## src/evi_pkg.sv

```systemverilog
/*
 * Constants of the event interrupt vectoring block: register offsets,
 * enable bit positions, reset values, priority field map and vectors.
 * Assumes an 8-bit register port with a 4-bit word address.
 */
package evi_pkg;

  // ****************************************
  // Register offsets
  // ****************************************
  localparam logic [3:0] OFF_ENL  = 4'h0;
  localparam logic [3:0] OFF_ENH  = 4'h1;
  localparam logic [3:0] OFF_LVL0 = 4'h2;
  localparam logic [3:0] OFF_LVL1 = 4'h3;
  localparam logic [3:0] OFF_LVL2 = 4'h4;
  localparam logic [3:0] OFF_LVL4 = 4'h5;
  localparam logic [3:0] OFF_LVL5 = 4'h6;
  localparam logic [3:0] OFF_SWE  = 4'h7;
  localparam logic [3:0] OFF_SWR  = 4'h8;
  localparam logic [3:0] OFF_STAT = 4'h9;

  // ****************************************
  // Field positions and masks
  // ****************************************
  localparam int         GATE_BIT  = 7;
  localparam logic [7:0] ENL_MASK  = 8'h9F;
  localparam logic [7:0] ENH_MASK  = 8'h0F;
  localparam logic [7:0] LVL_MASK  = 8'h77;
  localparam logic [7:0] LVL2_MASK = 8'h07;
  localparam logic [7:0] SW_MASK   = 8'hFE;

  // ****************************************
  // Reset values
  // ****************************************
  localparam logic [7:0] RST_ENABLE = 8'h00;
  localparam logic [7:0] RST_LEVEL  = 8'h00;
  localparam logic [7:0] RST_SOFT   = 8'h00;

  // ****************************************
  // Sources and priority map
  // ****************************************
  localparam int NUM_EVT = 9;
  localparam int NUM_SRC = 16;
  // Level register index (0..4 = LVL0,1,2,4,5) and field shift per event
  localparam int LVL_REG [NUM_EVT] = '{0, 0, 1, 1, 2, 3, 3, 4, 4};
  localparam int LVL_SH  [NUM_EVT] = '{0, 4, 0, 4, 0, 0, 4, 0, 4};

  // Vector slot base per source, in arbitration order
  localparam logic [15:0] VEC [NUM_SRC] = '{
    16'h0080, 16'h0084, 16'h0088, 16'h008C, 16'h0090,
    16'h00A0, 16'h00A4, 16'h00A8, 16'h00AC,
    16'h0100, 16'h0104, 16'h0108, 16'h010C,
    16'h0110, 16'h0114, 16'h0118};

endpackage

```

## src/evi_ctrl.sv

```systemverilog
/*
 * Event and software interrupt source table with priority arbiter.
 * Assumes peripheral flags and core level come from logic on clk,
 * and a single-cycle register port with read data one cycle later.
 */
// The strobed register port and the address map were chosen for this implementation.
// Overview of operation
// - External 0: rank 2, vector 0080, LVL0[2:0]
// - Timer 0: rank 3, vector 0084, LVL0[6:4]
// - External 1: rank 4, vector 0088, LVL1[2:0]
// - Timer 1: rank 5, vector 008C, LVL1[6:4]
// - Timer 2, either flag: rank 6, 0090
// - Serial 0 rx: rank 7, vector 00A0
// - Serial 0 tx: rank 8, vector 00A4
// - Serial 1 rx: rank 9, vector 00A8
// - Serial 1 tx: lowest rank 10, 00AC
// - Software one: fixed level 1, 0100
// - Software two: fixed level 2, 0104
// - Software three: fixed level 3, 0108
// - Software four: fixed level 4, 010C
// - Software five: fixed level 5, 0110
// - Software six: fixed level 6, 0114
// - Software seven: fixed level 7, 0118
// - Global gate plus own enable per event
// - Nonzero 3-bit field gets top bit set
// - Equal priority: lower rank served first
`timescale 1ns/1ps
module evi_ctrl (
  // Clock and reset
  input  wire logic       clk,
  input  wire logic       sys_rst,
  // Register port
  input  wire logic [3:0] reg_addr,
  input  wire logic [7:0] reg_wdata,
  input  wire logic       reg_we,
  input  wire logic       reg_re,
  output logic      [7:0] reg_rdata,
  // Peripheral flags
  input  wire logic       ext0_flag,
  input  wire logic       timer0_overflow_flag,
  input  wire logic       ext1_flag,
  input  wire logic       timer1_overflow_flag,
  input  wire logic       timer2_overflow_flag,
  input  wire logic       timer2_external_flag,
  input  wire logic       uart0_rx_flag,
  input  wire logic       uart0_tx_flag,
  input  wire logic       uart1_rx_flag,
  input  wire logic       uart1_tx_flag,
  // Core side
  input  wire logic [3:0] core_level,
  output logic            irq_req,
  output logic     [15:0] irq_vector,
  output logic      [3:0] irq_level
);

  // ****************************************
  // Effective priority of an event field
  // ****************************************
  function automatic logic [3:0] evi_eff(input logic [2:0] f);
    evi_eff = (f == 3'h0) ? 4'h0 : {1'b1, f};
  endfunction

  // Source index of a vector slot base
  function automatic logic [3:0] evi_slot(input logic [15:0] v);
    if (v[8]) begin
      evi_slot = 4'h9 + v[5:2];
    end else if (v[5]) begin
      evi_slot = 4'h5 + {2'h0, v[3:2]};
    end else begin
      evi_slot = {1'b0, v[4:2]};
    end
  endfunction

  // ****************************************
  // Register file
  // ****************************************
  logic [7:0] int_enable_low_reg;
  logic [7:0] int_enable_high_reg;
  logic [7:0] lvl_r   [5];
  logic [7:0] swe_r;
  logic [7:0] swr_r;
  logic [7:0] enl_nxt;
  logic [7:0] enh_nxt;
  logic [7:0] lvl_nxt [5];
  logic [7:0] swe_nxt;
  logic [7:0] swr_nxt;
  logic [7:0] rd_r;
  logic [7:0] rd_nxt;

  always_comb begin
    enl_nxt = int_enable_low_reg;
    enh_nxt = int_enable_high_reg;
    lvl_nxt = lvl_r;
    swe_nxt = swe_r;
    swr_nxt = swr_r;
    rd_nxt  = rd_r;
    if (reg_we) begin
      case (reg_addr)
        evi_pkg::OFF_ENL:  enl_nxt    = reg_wdata & evi_pkg::ENL_MASK;
        evi_pkg::OFF_ENH:  enh_nxt    = reg_wdata & evi_pkg::ENH_MASK;
        evi_pkg::OFF_LVL0: lvl_nxt[0] = reg_wdata & evi_pkg::LVL_MASK;
        evi_pkg::OFF_LVL1: lvl_nxt[1] = reg_wdata & evi_pkg::LVL_MASK;
        evi_pkg::OFF_LVL2: lvl_nxt[2] = reg_wdata & evi_pkg::LVL2_MASK;
        evi_pkg::OFF_LVL4: lvl_nxt[3] = reg_wdata & evi_pkg::LVL_MASK;
        evi_pkg::OFF_LVL5: lvl_nxt[4] = reg_wdata & evi_pkg::LVL_MASK;
        evi_pkg::OFF_SWE:  swe_nxt    = reg_wdata & evi_pkg::SW_MASK;
        evi_pkg::OFF_SWR:  swr_nxt    = reg_wdata & evi_pkg::SW_MASK;
        default: ;
      endcase
    end
    if (reg_re) begin
      case (reg_addr)
        evi_pkg::OFF_ENL:  rd_nxt = int_enable_low_reg;
        evi_pkg::OFF_ENH:  rd_nxt = int_enable_high_reg;
        evi_pkg::OFF_LVL0: rd_nxt = lvl_r[0];
        evi_pkg::OFF_LVL1: rd_nxt = lvl_r[1];
        evi_pkg::OFF_LVL2: rd_nxt = lvl_r[2];
        evi_pkg::OFF_LVL4: rd_nxt = lvl_r[3];
        evi_pkg::OFF_LVL5: rd_nxt = lvl_r[4];
        evi_pkg::OFF_SWE:  rd_nxt = swe_r;
        evi_pkg::OFF_SWR:  rd_nxt = swr_r;
        evi_pkg::OFF_STAT: rd_nxt = {irq_req, 3'h0, irq_level};
        default:           rd_nxt = 8'h00;
      endcase
    end else begin
      rd_nxt = 8'h00;
    end
  end

  always_ff @(posedge clk) begin
    if (sys_rst) begin
      int_enable_low_reg  <= evi_pkg::RST_ENABLE;
      int_enable_high_reg <= evi_pkg::RST_ENABLE;
      lvl_r               <= '{default: evi_pkg::RST_LEVEL};
      swe_r               <= evi_pkg::RST_SOFT;
      swr_r               <= evi_pkg::RST_SOFT;
      rd_r                <= 8'h00;
    end else begin
      int_enable_low_reg  <= enl_nxt;
      int_enable_high_reg <= enh_nxt;
      lvl_r               <= lvl_nxt;
      swe_r               <= swe_nxt;
      swr_r               <= swr_nxt;
      rd_r                <= rd_nxt;
    end
  end

  assign reg_rdata = rd_r;

  // ****************************************
  // Source requests and levels
  // ****************************************
  logic                 global_event_gate;
  logic [8:0]           evt_flag;
  logic [8:0]           evt_en;
  logic [15:0]          req;
  logic [3:0]           elvl [evi_pkg::NUM_SRC];

  assign global_event_gate = int_enable_low_reg[evi_pkg::GATE_BIT];
  assign evt_flag = {uart1_tx_flag, uart1_rx_flag, uart0_tx_flag,
                     uart0_rx_flag,
                     timer2_overflow_flag | timer2_external_flag,
                     timer1_overflow_flag, ext1_flag,
                     timer0_overflow_flag, ext0_flag};
  assign evt_en = {int_enable_high_reg[3:0], int_enable_low_reg[4:0]};

  generate
    for (genvar e = 0; e < evi_pkg::NUM_EVT; e++) begin : g_evt
      // Event gated by own enable and common gate
      assign req[e] = evt_flag[e] & evt_en[e] & global_event_gate;
      // Field picked from its level register
      assign elvl[e] = evi_eff(
        lvl_r[evi_pkg::LVL_REG[e]][evi_pkg::LVL_SH[e] +: 3]);
    end
    for (genvar s = 1; s < 8; s++) begin : g_sw
      assign req[evi_pkg::NUM_EVT + s - 1] = swr_r[s] & swe_r[s];
      assign elvl[evi_pkg::NUM_EVT + s - 1] = 4'(s);
    end
  endgenerate

  // ****************************************
  // Arbiter and core outputs
  // ****************************************
  logic        cand [evi_pkg::NUM_SRC];
  logic        req_r;
  logic        req_nxt;
  logic [15:0] vec_r;
  logic [15:0] vec_nxt;
  logic [3:0]  lvl_o_r;
  logic [3:0]  lvl_o_nxt;

  always_comb begin
    req_nxt   = 1'b0;
    vec_nxt   = 16'h0000;
    lvl_o_nxt = 4'h0;
    for (int i = 0; i < evi_pkg::NUM_SRC; i++) begin
      cand[i] = req[i] && (elvl[i] > core_level);
      // Strictly greater keeps the lower rank on a tie
      if (cand[i] && (!req_nxt || elvl[i] > lvl_o_nxt)) begin
        req_nxt   = 1'b1;
        vec_nxt   = evi_pkg::VEC[i];
        lvl_o_nxt = elvl[i];
      end
    end
  end

  always_ff @(posedge clk) begin
    if (sys_rst) begin
      req_r   <= 1'b0;
      vec_r   <= 16'h0000;
      lvl_o_r <= 4'h0;
    end else begin
      req_r   <= req_nxt;
      vec_r   <= vec_nxt;
      lvl_o_r <= lvl_o_nxt;
    end
  end

  assign irq_req    = req_r;
  assign irq_vector = vec_r;
  assign irq_level  = lvl_o_r;

  // ****************************************
  // Check helpers
  // ****************************************
  logic [15:0] req_q_r;
  logic [15:0] req_q_nxt;

  // Requests of the cycle the outputs came from
  always_comb begin
    req_q_nxt = req;
  end

  always_ff @(posedge clk) begin
    if (sys_rst) begin
      req_q_r <= 16'h0000;
    end else begin
      req_q_r <= req_q_nxt;
    end
  end
endmodule // evi_ctrl

```

## config.mk

```make
export PLATFORM = sky130hd
export DESIGN_NAME = evi_ctrl
export DESIGN_NICKNAME = d
export VERILOG_FILES = /design/src/evi_pkg.sv /design/src/evi_ctrl.sv
export SDC_FILE = /design/constraint.sdc
export NUM_CORES = 1
export LEC_CHECK = 0
export BUFFER_PORTS_ARGS = -buffer_cell sky130_fd_sc_hd__buf_2
export CORE_MARGIN = 10
export CORE_UTILIZATION = 45
export DETAILED_ROUTE_END_ITERATION = 8
export SLEW_MARGIN = 20
export SYNTH_ARGS = -nofsm -noshare
export SYNTH_HDL_FRONTEND = slang
export SYNTH_SLANG_ARGS = --single-unit
```

## constraint.sdc

```tcl
create_clock -name clk -period 26.4 [get_ports clk]
set_clock_uncertainty 0.2 [all_clocks]
set_input_delay 5.28 -clock clk [delete_from_list [all_inputs] [get_ports clk]]
set_output_delay 5.28 -clock clk [all_outputs]
set_load 0.01 [all_outputs]
```

# Word level (Yosys, flattened, before mapping)

Cells that the tools add are included.

Order comparisons: 31
Muxes and demuxes: 58
Equal/unequal tests: 9
Bitwise operators: 27
Reductions and logical operators: 84

Operator list:

| operator           | count |
|---|---|
| $mux 9             | 15 |
| $mux 4             | 24 |
| $pmux 8 s10        | 1 |
| $gt 4x4->1         | 17 |
| $gt 3x4->1 const A | 8 |
| $logic_and 1x1->1  | 31 |
| $logic_not 3->1    | 9 |
| $and 1x1->1        | 25 |
| $reduce_and 2->1   | 9 |
| $eq 4x3->1 const B | 4 |
| $gt 2x4->1 const A | 4 |
| $mux 1             | 16 |
| $reduce_or 16->1   | 1 |
| $logic_not 1->1    | 15 |
| $logic_or 1x1->1   | 15 |
| $eq 4x2->1 const B | 2 |
| $eq 4x4->1 const B | 2 |
| $gt 1x4->1 const A | 2 |
| $mux 8             | 1 |
| $reduce_or 8->1    | 1 |
| $eq 4x1->1 const B | 1 |
| $logic_not 4->1    | 1 |
| $reduce_or 2->1    | 2 |
| $mux 3             | 1 |
| other kinds (2)    | 2 |

Register bits after elaboration: 80
Output and inout bits: 29

# Logic depth before layout (Yosys ltp)

Gate-level depths: netlist (run 1).

Depth after elaboration: 65
Depth in mapped cells: 80
Depth with buffers taken out: 75

# Worst setup path before layout (run 1)

Ideal clock, no wire load.

Path type: input-to-reg
From: input core_level[3]
To: register lvl_o_r[1], in the netlist irq_level[1]
Arrival time: 17.773 ns
Stages: 77
Buffers on the path: 5
Library setup time: 0.086 ns
Setup slack: 8.340 ns
Path through: inv_1 > ha_1 > nand4_1 > nand4_1 > a21oi_2 > nand2_1 > ha_1 > nor2b_1 > o211ai_1 > a21oi_1 > o21a_1 > a22o_1 > inv_1 > ha_1 > nor2b_1 > o21a_1 > nor3_1 > o22ai_1 > [... 41 more ...] > o21a_1 > o211ai_1 > o21ai_1 > inv_1 > mux2_2 > ha_1 > nor2b_1 > o21ai_0 > nand2b_1 > a21oi_1 > a41o_1 > a21boi_0 > clkbuf_1 > mux2i_1 > a21o_4 > buf_6 > o21ai_2 > a221oi_2

Word-level cells in the longest chain between the ends: 63
Elaborated cells between the ends (all ways): 123
Those cells by class: order compare (31); mux (31); reduce/logical (61)

RTL lines:

| element                                              | RTL line        | RTL |
|---|---|---|
| from (decl)                                          | evi_ctrl.sv:50  | `input wire logic [3:0] core_level,` |
| $gt 4x4->1                                           | evi_ctrl.sv:197 | `cand[i] = req[i] && (elvl[i] > core_level);` |
| $logic_and 1x1->1                                    | evi_ctrl.sv:197 |  |
| $mux 4 / $mux 1 (equally long branches)              | evi_ctrl.sv:199 | `if (cand[i] && (!req_nxt \|\| elvl[i] > lvl_o_nxt)) begin` |
| $gt 4x4->1 / $logic_not 1->1 (equally long branches) | evi_ctrl.sv:199 |  |
| $logic_or 1x1->1                                     | evi_ctrl.sv:199 |  |
| $logic_and 1x1->1                                    | evi_ctrl.sv:199 |  |
| $mux 4 / $mux 1 (equally long branches)              | evi_ctrl.sv:199 |  |
| $gt 4x4->1 / $logic_not 1->1 (equally long branches) | evi_ctrl.sv:199 |  |
| [... 47 more ...]                                    | -               |  |
| $gt 3x4->1 / $logic_not 1->1 (equally long branches) | evi_ctrl.sv:199 |  |
| $logic_or 1x1->1                                     | evi_ctrl.sv:199 |  |
| $logic_and 1x1->1                                    | evi_ctrl.sv:199 |  |
| $mux 4 / $mux 1 (equally long branches)              | evi_ctrl.sv:199 |  |
| $gt 3x4->1 / $logic_not 1->1 (equally long branches) | evi_ctrl.sv:199 |  |
| $logic_or 1x1->1                                     | evi_ctrl.sv:199 |  |
| $logic_and 1x1->1                                    | evi_ctrl.sv:199 |  |
| $mux 3 (*)                                           | evi_ctrl.sv:199 |  |
| to (signal assigned)                                 | evi_ctrl.sv:215 | `lvl_o_r <= lvl_o_nxt;` |
| to (decl)                                            | evi_ctrl.sv:189 | `logic [3:0] lvl_o_r;` |

Every way passes the cells marked *; elsewhere a longest branch is shown, timed or not.
A chain may end at the register's enable or synchronous reset.

# Worst setup path in the final report (run 1)

From: input core_level[3]
To: register lvl_o_r[0], in the netlist irq_level[0]

The elaborated chain is that of the path after synthesis.

==> flow_metrics.py, run 1 <==
metrics = {
    "synth": {
        "synth_common_cells": "79 x nor2_1, 70 x dfxtp_1, 68 x ha_1",
        "synth_compound_area_share_pct": 21.6,
        "yosysWarnings": 0,
        "synth.distinct_cells": 65,
        "synth_top_area_cell": "dfxtp_1",
        "synth_top_family_by_area": "compound AO/OA/AOI/OAI gates",
        "synth_edf_count": 0,
        "synth_ff_type": "dfxtp_1",
        "syn_area_per_cell_um2": 8.16,
        "yosys_register_bits": 70,
        "synth_simple_gate_area_share_pct": 21.5,
        "yosysTopAreaCellShare_pct": 24.9,
        "synthXorXnorAreaFrac_pct": 0,
        "synthMostInstantiatedCell": "nor2_1",
        "seq_area_frac_synth_pct": 24.9,
        "synthCells": 690,
        "synth-async-reset-ratio_pct": 0,
        "syn_area_um2": 5630,
        "muxShareOfSynthArea_pct": 10.7,
        "netlist_top_cells_area": "dfxtp_1 25%, ha_1 15%, mux2i_1 9.1%",
        "synthAdderAreaFrac_pct": 15.1,
    },
    "timing": {
        "hold_viol": 0,
        "rsz0062_at_grt": "no",
        "drv_slew": 0,
        "fin_crit_ps": 20350,
        "slew_headroom_pct": 37.5,
        "fin_ws_ps": 6050,
        "min_period_over_period_pct": 77.1,
        "tns_ps": 0,
        "fmax_ghz": 0.0491,
        "worst_pin_slew_ps": 934,
        "setup_viol": 0,
    },
    "place": {
        "port_buffers": 48,
        "place.gp.congestion": 0.949,
        "dp_hpwl_mm": 14.1,
        "dpl_worst_slack_ps": 5580,
        "dp.cells": 866,
    },
    "layout": {
        "fin_util_pct": 51.4,
        "fillers": 1219,
        "regMostFlops": "lvl_r",
        "largest_register_ffs": 27,
        "final_cells": 882,
        "diodes": 0,
        "synthToLayoutAreaGrowth_pct": 10.4,
        "nNetsFinal": 807,
        "drive_gt1_share_pct": 13.0,
    },
    "worst_setup_path": {
        "path_class": "in2reg",
        "end_kind": "flop",
        "cp_slowest_cell": "o22ai_1",
        "critPathRequiredTime_ps": 26450,
        "arrival_ps": 20400,
        "reg2regPathDepth": 74,
        "cp-start-kind": "primary input",
        "crit_path_frequent_cell": "o21a_1",
        "crit_fanout": 13,
        "cpPeakStageDelay_ps": 630,
    },
    "clocking": {
        "postCtsSetupRepairBufs": 0,
        "post_cts_resized": 0,
        "htreeDepth": 3,
        "insertion_delay_ps": 340,
        "cts_tree": "built",
        "root_buffer": "clkbuf_16",
        "cts.reportedPaths.clkPinSlew_ps": 60,
        "cts.hold.buffers_added": 0,
        "clk_path_buf_depth": 2,
        "cts_buffers": 9,
        "clock-sinks": 70,
    },
    "pwr": {
        "power.leakage_nw": 2.60,
        "vdd_drop_max_mv": 0.0319,
        "powerDensity_nw_per_um2": 43.1,
    },
    "routing": {
        "post-route-drc-count": 0,
        "routed_wl_mm": 18.4,
        "wire_per_inst_um": 20.8,
        "drt_iter0_drc": 386,
        "viasPerCell": 6.08,
        "num_vias": 5360,
        "dr.pass1.iters": 6,
        "ant_nets": 0,
    },
    "global_routing": {
        "grt_pass1_wl_mm": 28.5,
        "grt_start_max_net_pins": 64,
        "track_usage_pct": 20.1,
        "grt_pass1_vias": 5166,
        "grt.overflow.total": 0,
        "grt_antenna_before_repair": 0,
    },
    "floorplanning": {
        "die_w_um": 132,
        "io-pin-count": 59,
        "die-area_um2": 17400,
        "rows": 40,
        "fp.coreArea_um2": 12100,
        "die_h_um": 132,
        "initial_core_util_pct": 46.5,
    },
    "flow_run": {
        "cap_viol_max_count": 0,
    },
    "worst_hold_path": {
        "min_path_cells": 2,
        "hold_path_class": "reg2reg",
    },
    "status": {
        "outcome": "completed",
    },
}
-- worst max-delay path: cells and delay by family --
family | cells | cell delay (ps)
AO/OA/AOI/OAI | 37 | 7830
multiplexers | 2 | 570
buffers and inverters | 6 | 940
AND/OR/NAND/NOR | 20 | 3210
adder cells (fa/ha/maj) | 9 | 2480
-- power by group --
part           switching, mW  internal, mW
clock                 0.0479        0.0834
combinational         0.0182       0.00975
sequential           0.00189         0.107
-- layout make-up --
class | count | area, um^2 | area share [%]
multi-input cells | 550 | 3910 | 62.9
flip-flops and latches | 70 | 1400 | 22.5
repair buffers | 53 | 278 | 4.47
clock buffers | 10 | 229 | 3.68
well taps | 168 | 210 | 3.38
clock inverters | 6 | 93.8 | 1.51
inverters | 25 | 93.8 | 1.51
-- final timing paths --
path	from	endpoint	slack, ps
worst max-delay path	core_level[3]	irq_level[0]	6050
worst min-delay path	int_enable_low_reg[2]	int_enable_low_reg[2]	320
worst max register to register	lvl_r[33]	irq_level[0]	10880
worst min register to register	int_enable_low_reg[2]	int_enable_low_reg[2]	320
-- layer usage --
metal | GRT usage, % | up-vias | wire, um | share of wire [%]
met1 | 25.9 | 2550 | 8140 | 44
met3 | 3.09 | 40 | 1030 | 5.6
met4 | 7.54 | 0 | 547 | 3.0
met5 | 0 | - | 0 | 0
li1 | - | 2565 | - | -
met2 | 33.0 | 205 | 8660 | 47
-- through the flow --
step	total power, mW	instance area, um^2	hold WS, ps
after floorplan	0.129	5670	247
final	0.268	6220	325
after global placement	0.137	5900	306
after CTS	0.268	6220	328
after global routing	0.276	6220	362
after detailed placement	0.138	5900	320
-- cells by family after synthesis --
| logic type | after synthesis |
|---|---|
| flops | 70 |
| other cells | 1 |
| compound gates | 173 |
| mux | 58 |
| fa+ha+maj | 68 |
| buf+inv | 79 |
| simple gates | 241 |
-- layout by cell type, fill, tap and decap left out, drive strengths merged, types with 6 or more instances in the layout --
cell	instances
o211ai	14
nand2b	7
nor2b	23
a21oi	54
o21ai	20
a21o	11
nand3	21
nand4	31
inv	26
ha	68
conb	10
mux2i	51
or3	7
o21a	17
a221oi	7
nor2	79
nand2	40
dfxtp	70
mux2	6
clkbuf	10
buf	53
nor3	7
a22oi	8
No activity file was read; power rests on OpenSTA's default activity.
==> inputs of run 2 (changes only) <==
- ABC_AREA: unset -> 1
- clock period: 26.4 -> 20.2 ns (I/O delays scaled with it)
==> run 2 against run 1 <==
  * Sequential cell count is the same
  * Utilization shrank 0.95 points
  * Sequential power grew 30%
  * Design area shrank 3.1%
  * Critical endpoint is now irq_level[1]
  * Global-route usage grew 0.13 points
  * Power grew 28%
  * Routed wire length shrank 7.4%
  * Synthesized cell count grew 17%
  * Die area shrank 2.3%
  * Via count grew 1.6%
==> flow_metrics.py, run 2 <==
metrics = {
    "timing": {
        "fin_crit_ps": 15710,
        "worst_pin_slew_ps": 1100,
        "slew_headroom_pct": 24.4,
        "fmax_ghz": 0.0636,
        "hold_viol": 0,
        "setup_viol": 0,
        "rsz0062_at_grt": "no",
        "min_period_over_period_pct": 77.8,
        "tns_ps": 0,
        "drv_slew": 0,
    },
    "synth": {
        "netlist_top_cells_area": "dfxtp_1 26%, ha_1 16%, nand2_1 10%",
        "syn_area_um2": 5480,
        "synthMostInstantiatedCell": "nand2_1",
        "synth-async-reset-ratio_pct": 0,
        "syn_area_per_cell_um2": 6.80,
        "synth.distinct_cells": 42,
        "synth_common_cells": "148 x nand2_1, 111 x inv_1, 78 x a21oi_1",
        "yosysWarnings": 0,
        "synth_ff_type": "dfxtp_1",
        "synth_top_area_cell": "dfxtp_1",
        "yosys_register_bits": 70,
        "synthCells": 806,
        "seq_area_frac_synth_pct": 25.6,
        "yosysTopAreaCellShare_pct": 25.6,
        "synth_edf_count": 0,
    },
    "global_routing": {
        "grt_start_max_net_pins": 30,
        "track_usage_pct": 20.2,
        "grt_pass1_vias": 5307,
        "grt.overflow.total": 0,
        "grt_antenna_before_repair": 0,
        "grt_pass1_wl_mm": 27.3,
    },
    "clocking": {
        "clk_path_buf_depth": 2,
        "post_cts_resized": 0,
        "cts.hold.buffers_added": 0,
        "cts_tree": "built",
        "cts.reportedPaths.clkPinSlew_ps": 60,
        "root_buffer": "clkbuf_16",
        "clock-sinks": 70,
        "postCtsSetupRepairBufs": 0,
        "htreeDepth": 3,
        "insertion_delay_ps": 340,
        "cts_buffers": 9,
    },
    "floorplanning": {
        "rows": 40,
        "die_h_um": 130,
        "initial_core_util_pct": 45.8,
        "die-area_um2": 17000,
        "io-pin-count": 59,
        "fp.coreArea_um2": 12000,
        "die_w_um": 130,
    },
    "worst_setup_path": {
        "crit_path_frequent_cell": "nand2_1",
        "crit_start": "core_level[3]",
        "r2r-end": "irq_level[1]",
        "cp-start-kind": "primary input",
        "end_kind": "flop",
        "regToRegSetupSlack_ps": 8280,
        "cp_slowest_cell": "inv_1",
        "crit_fanout": 12,
        "cpPeakStageDelay_ps": 520,
        "path_class": "in2reg",
        "critPathRequiredTime_ps": 20210,
        "arrival_ps": 15720,
        "endpoint": "irq_level[1]",
        "reg2regPathDepth": 89,
        "r2r-start": "lvl_r[33]",
    },
    "layout": {
        "synthToLayoutAreaGrowth_pct": 9.97,
        "largest_register_ffs": 27,
        "fillers": 1236,
        "final_cells": 982,
        "diodes": 0,
        "mostFrequentLayoutCell": "nand2_1",
        "drive_gt1_share_pct": 13.4,
        "nNetsFinal": 929,
        "regMostFlops": "lvl_r",
        "layout_common_cells": "148 x nand2_1, 111 x inv_1, 78 x a21oi_1, 70 x dfxtp_1, 69 x o21ai_0",
    },
    "routing": {
        "highest_layer": "met4",
        "wl_met2_mm": 8.08,
        "post-route-drc-count": 0,
        "num_vias": 5446,
        "wl_met1_mm": 7.89,
        "dr.pass1.iters": 6,
        "wl_met3_um": 763,
        "ant_nets": 0,
        "routed_wl_mm": 17.0,
        "drt_iter0_drc": 435,
        "wire_per_inst_um": 17.3,
        "viasPerCell": 5.55,
    },
    "place": {
        "dp_hpwl_mm": 13.6,
        "port_buffers": 48,
        "place.gp.congestion": 0.934,
        "dp.cells": 967,
    },
    "pwr": {
        "vdd_drop_max_mv": 0.0505,
        "power.leakage_nw": 2.95,
        "powerDensity_nw_per_um2": 56.7,
    },
    "worst_hold_path": {
        "worstHoldStart": "swr_r[6]",
        "hold_path_class": "reg2reg",
    },
    "flow_run": {
        "cap_viol_max_count": 0,
    },
    "status": {
        "outcome": "completed",
    },
}
==> run 2: worst min path at each step <==
stage | endpoint | slack (ps) | depth (start not counted)
after floorplan | swe_r[4] | 240 | 2
after global placement | swr_r[3] | 260 | 2
after detailed placement | swr_r[6] | 260 | 2
after CTS | swr_r[6] | 280 | 2
after global routing | swe_r[7] | 300 | 2
final | swr_r[6] | 280 | 2
==> run 2: area by class of cell <==
cell class / count / area (um^2) / area share, %
repair buffers: 50 / 255 / 4.23
well taps: 147 / 184 / 3.05
clock buffers: 10 / 239 / 3.96
inverters: 119 / 448 / 7.43
clock inverters: 5 / 60.1 / 0.996
multi-input cells: 581 / 3440 / 57.1
flip-flops and latches: 70 / 1400 / 23.2
==> run 2: routing by layer <==
layer / track usage [%] / vias to the layer above
met5: 0 / -
met4: 5.23 / 0
met3: 3.26 / 26
met2: 34.2 / 154
met1: 26.3 / 2540
li1: - / 2726
==> run 2: kinds of logic after synthesis <==
group,after synthesis,synth area share (%)
fa+ha+maj,68,15.5
other cells,1,0.0684
simple gates,309,26.5
buf+inv,164,12.3
compound gates,194,20.1
flops,70,25.6
==> run 2: metrics by stage <==
step / power (mW) / setup WS [ps] / hold slack, ps / instance area, um^2 / utilization (%)
detailed placement: 0.186 / 4340 / 265 / 5730 / 47.9
CTS: 0.342 / 4620 / 276 / 6030 / 50.4
global route: 0.354 / 3250 / 297 / 6030 / 50.4
floorplan: 0.173 / 6130 / 243 / 5520 / -
finish: 0.342 / 4490 / 277 / 6030 / 50.4
global placement: 0.184 / 4710 / 264 / 5730 / 47.9
==> run 2: report_power, final <==
part,total (mW),switching [mW],internal [mW]
Combinational,0.0410,0.0275,0.0136
Clock,0.159,0.0602,0.0983
Sequential,0.142,0.00211,0.140
Total,0.342,0.0898,0.252
==> run 2: critical path: cells and delay by family <==
family	cells	cell delay, ps
AOI/OAI and AO/OA	20	2510
adders and majority gates	9	2710
buffers and inverters	13	1840
and+or+nand+nor	47	4530
==> inputs of run 3 (changes only) <==
- clock period: 20.2 -> 15 ns (I/O delays scaled with it)
==> run 3 against run 2 <==
  * Register-to-register slack worse by 4800 ps
  * Critical endpoint is now irq_vector[4]
  * Power rose by 45%
  * Cell count increased by 0.92%
  * Largest cell class unchanged
==> flow_metrics.py, run 3 (synthesis gave the netlist of run 2 again) <==
metrics = {
    "status": {
        "outcome": "completed",
    },
    "flow_run": {
        "cap_viol_max_count": 0,
    },
    "routing": {
        "routed_wl_mm": 17.6,
        "ant_nets": 0,
        "viasPerCell": 5.63,
        "dr.pass1.iters": 5,
        "drt_iter0_drc": 541,
        "wire_per_inst_um": 17.7,
        "num_vias": 5584,
        "post-route-drc-count": 0,
    },
    "timing": {
        "slew_headroom_pct": 23.9,
        "hold_viol": 0,
        "drv_slew": 0,
        "worst_pin_slew_ps": 1110,
        "fmax_ghz": 0.0725,
        "fin_crit_ps": 13800,
        "fin_ws_ps": 1200,
        "setup_viol": 0,
        "min_period_over_period_pct": 92.0,
    },
    "floorplanning": {
        "die-area_um2": 17000,
        "io-pin-count": 59,
        "fp.coreArea_um2": 12000,
        "die_w_um": 130,
        "die_h_um": 130,
        "initial_core_util_pct": 45.8,
        "rows": 40,
    },
    "pwr": {
        "power.leakage_nw": 3.00,
        "vdd_drop_max_mv": 0.0677,
        "powerDensity_nw_per_um2": 80.6,
        "total_power_uw": 497,
    },
    "place": {
        "port_buffers": 48,
        "place.gp.congestion": 0.950,
        "dp_hpwl_mm": 13.9,
        "dp.cells": 969,
        "dpl_worst_slack_ps": 646,
        "place_area_um2": 5750,
    },
    "global_routing": {
        "grt.overflow.total": 0,
        "grt_antenna_before_repair": 0,
        "grt_pass1_wl_mm": 27.9,
        "track_usage_pct": 20.9,
        "grt_pass1_vias": 5371,
        "grt_start_max_net_pins": 30,
    },
    "layout": {
        "synthToLayoutAreaGrowth_pct": 12.4,
        "fillers": 1203,
        "largest_register_ffs": 27,
        "layout_common_cells": "147 x nand2_1, 107 x inv_1, 78 x a21oi_1, 70 x dfxtp_1",
        "diodes": 0,
        "regMostFlops": "lvl_r",
        "mostFrequentLayoutCell": "nand2_1",
        "fin_area_um2": 6160,
        "drive_gt1_share_pct": 15.0,
        "nNetsFinal": 937,
        "final_cells": 991,
    },
    "worst_setup_path": {
        "cp_num_cells": 87,
        "path_class": "in2reg",
        "arrival_ps": 13880,
        "crit_path_frequent_cell": "nand2_1",
        "crit_fanout": 8,
        "cp-start-kind": "primary input",
        "cpPeakStageDelay_ps": 480,
        "crit_family": "simple AND/OR/NAND/NOR gates",
        "reg2regPathDepth": 87,
        "end_kind": "flop",
        "cp_slowest_cell": "nor3_1",
        "path_buf_inv": 13,
        "critPathRequiredTime_ps": 15080,
    },
    "worst_hold_path": {
        "hold_path_class": "reg2reg",
        "min_path_cells": 2,
    },
    "clocking": {
        "cts.hold.buffers_added": 0,
        "cts_tree": "built",
        "clock-sinks": 70,
        "insertion_delay_ps": 340,
        "cts.reportedPaths.clkPinSlew_ps": 60,
        "clk_path_buf_depth": 2,
        "root_buffer": "clkbuf_16",
        "htreeDepth": 3,
        "cts_buffers": 9,
    },
}
-- run 3: cell count changes in the layout (fill, tap and decap cells not counted), sizes merged --
cell    change
buf         +7
bufinv      +2
clkinv      -2
inv         +2
-- run 3: final cells by class --
type / instances / area [um^2] / share of cell area [%]
flip-flops and latches: 70 / 1400 / 22.7
repair buffers: 58 / 318 / 5.16
clock buffers: 9 / 225 / 3.65
inverters: 119 / 448 / 7.27
clock inverters: 7 / 120 / 1.95
multi-input cells: 581 / 3470 / 56.3
well taps: 147 / 184 / 2.98
-- run 3: what timing repair did --
item,in CTS,in global routing
gates resized for setup,0,10
endpoints found under the setup margin,0,10
setup buffers,0,6
-- run 3: tightest hold or removal path, stage by stage (launching register included) --
cell and delay [ps]:
dfxtp_1 310, inv_1 60, a21oi_1 60
-- run 3: power breakdown --
group          switching, mW  internal, mW
clock                 0.0859         0.163
combinational         0.0373        0.0186
sequential           0.00287         0.189
-- run 3: routing by layer --
layer | vias to the layer above | track usage (%) | wire length, um
li1 | 2744 | - | -
met1 | 2594 | 25.9 | 7570
met2 | 215 | 35.1 | 8240
met3 | 31 | 4.59 | 1270
met4 | 0 | 6.87 | 468
met5 | - | 0 | 0
-- run 3: final timing paths --
| check | start | to | slack [ps] |
|---|---|---|---|
| worst max-delay path | core_level[1] | irq_vector[4] | 1200 |
| worst max register to register | lvl_r[33] | irq_vector[4] | 3500 |
| worst min register to register | swr_r[6] | swr_r[6] | 280 |
| worst min-delay path | swr_r[6] | swr_r[6] | 280 |
-- run 3: metrics by stage --
| step | setup TNS (ps) | utilization, % | hold slack (ps) |
|---|---|---|---|
| 5_1_grt | -247 | 51.5 | 307 |
| 3_5_place_dp | 0 | 48.0 | 260 |
| 2_1_floorplan | 0 | - | 243 |
| 6_report | 0 | 51.5 | 276 |
| 3_3_place_gp | 0 | 48.0 | 259 |
| 4_1_cts | 0 | 50.9 | 271 |
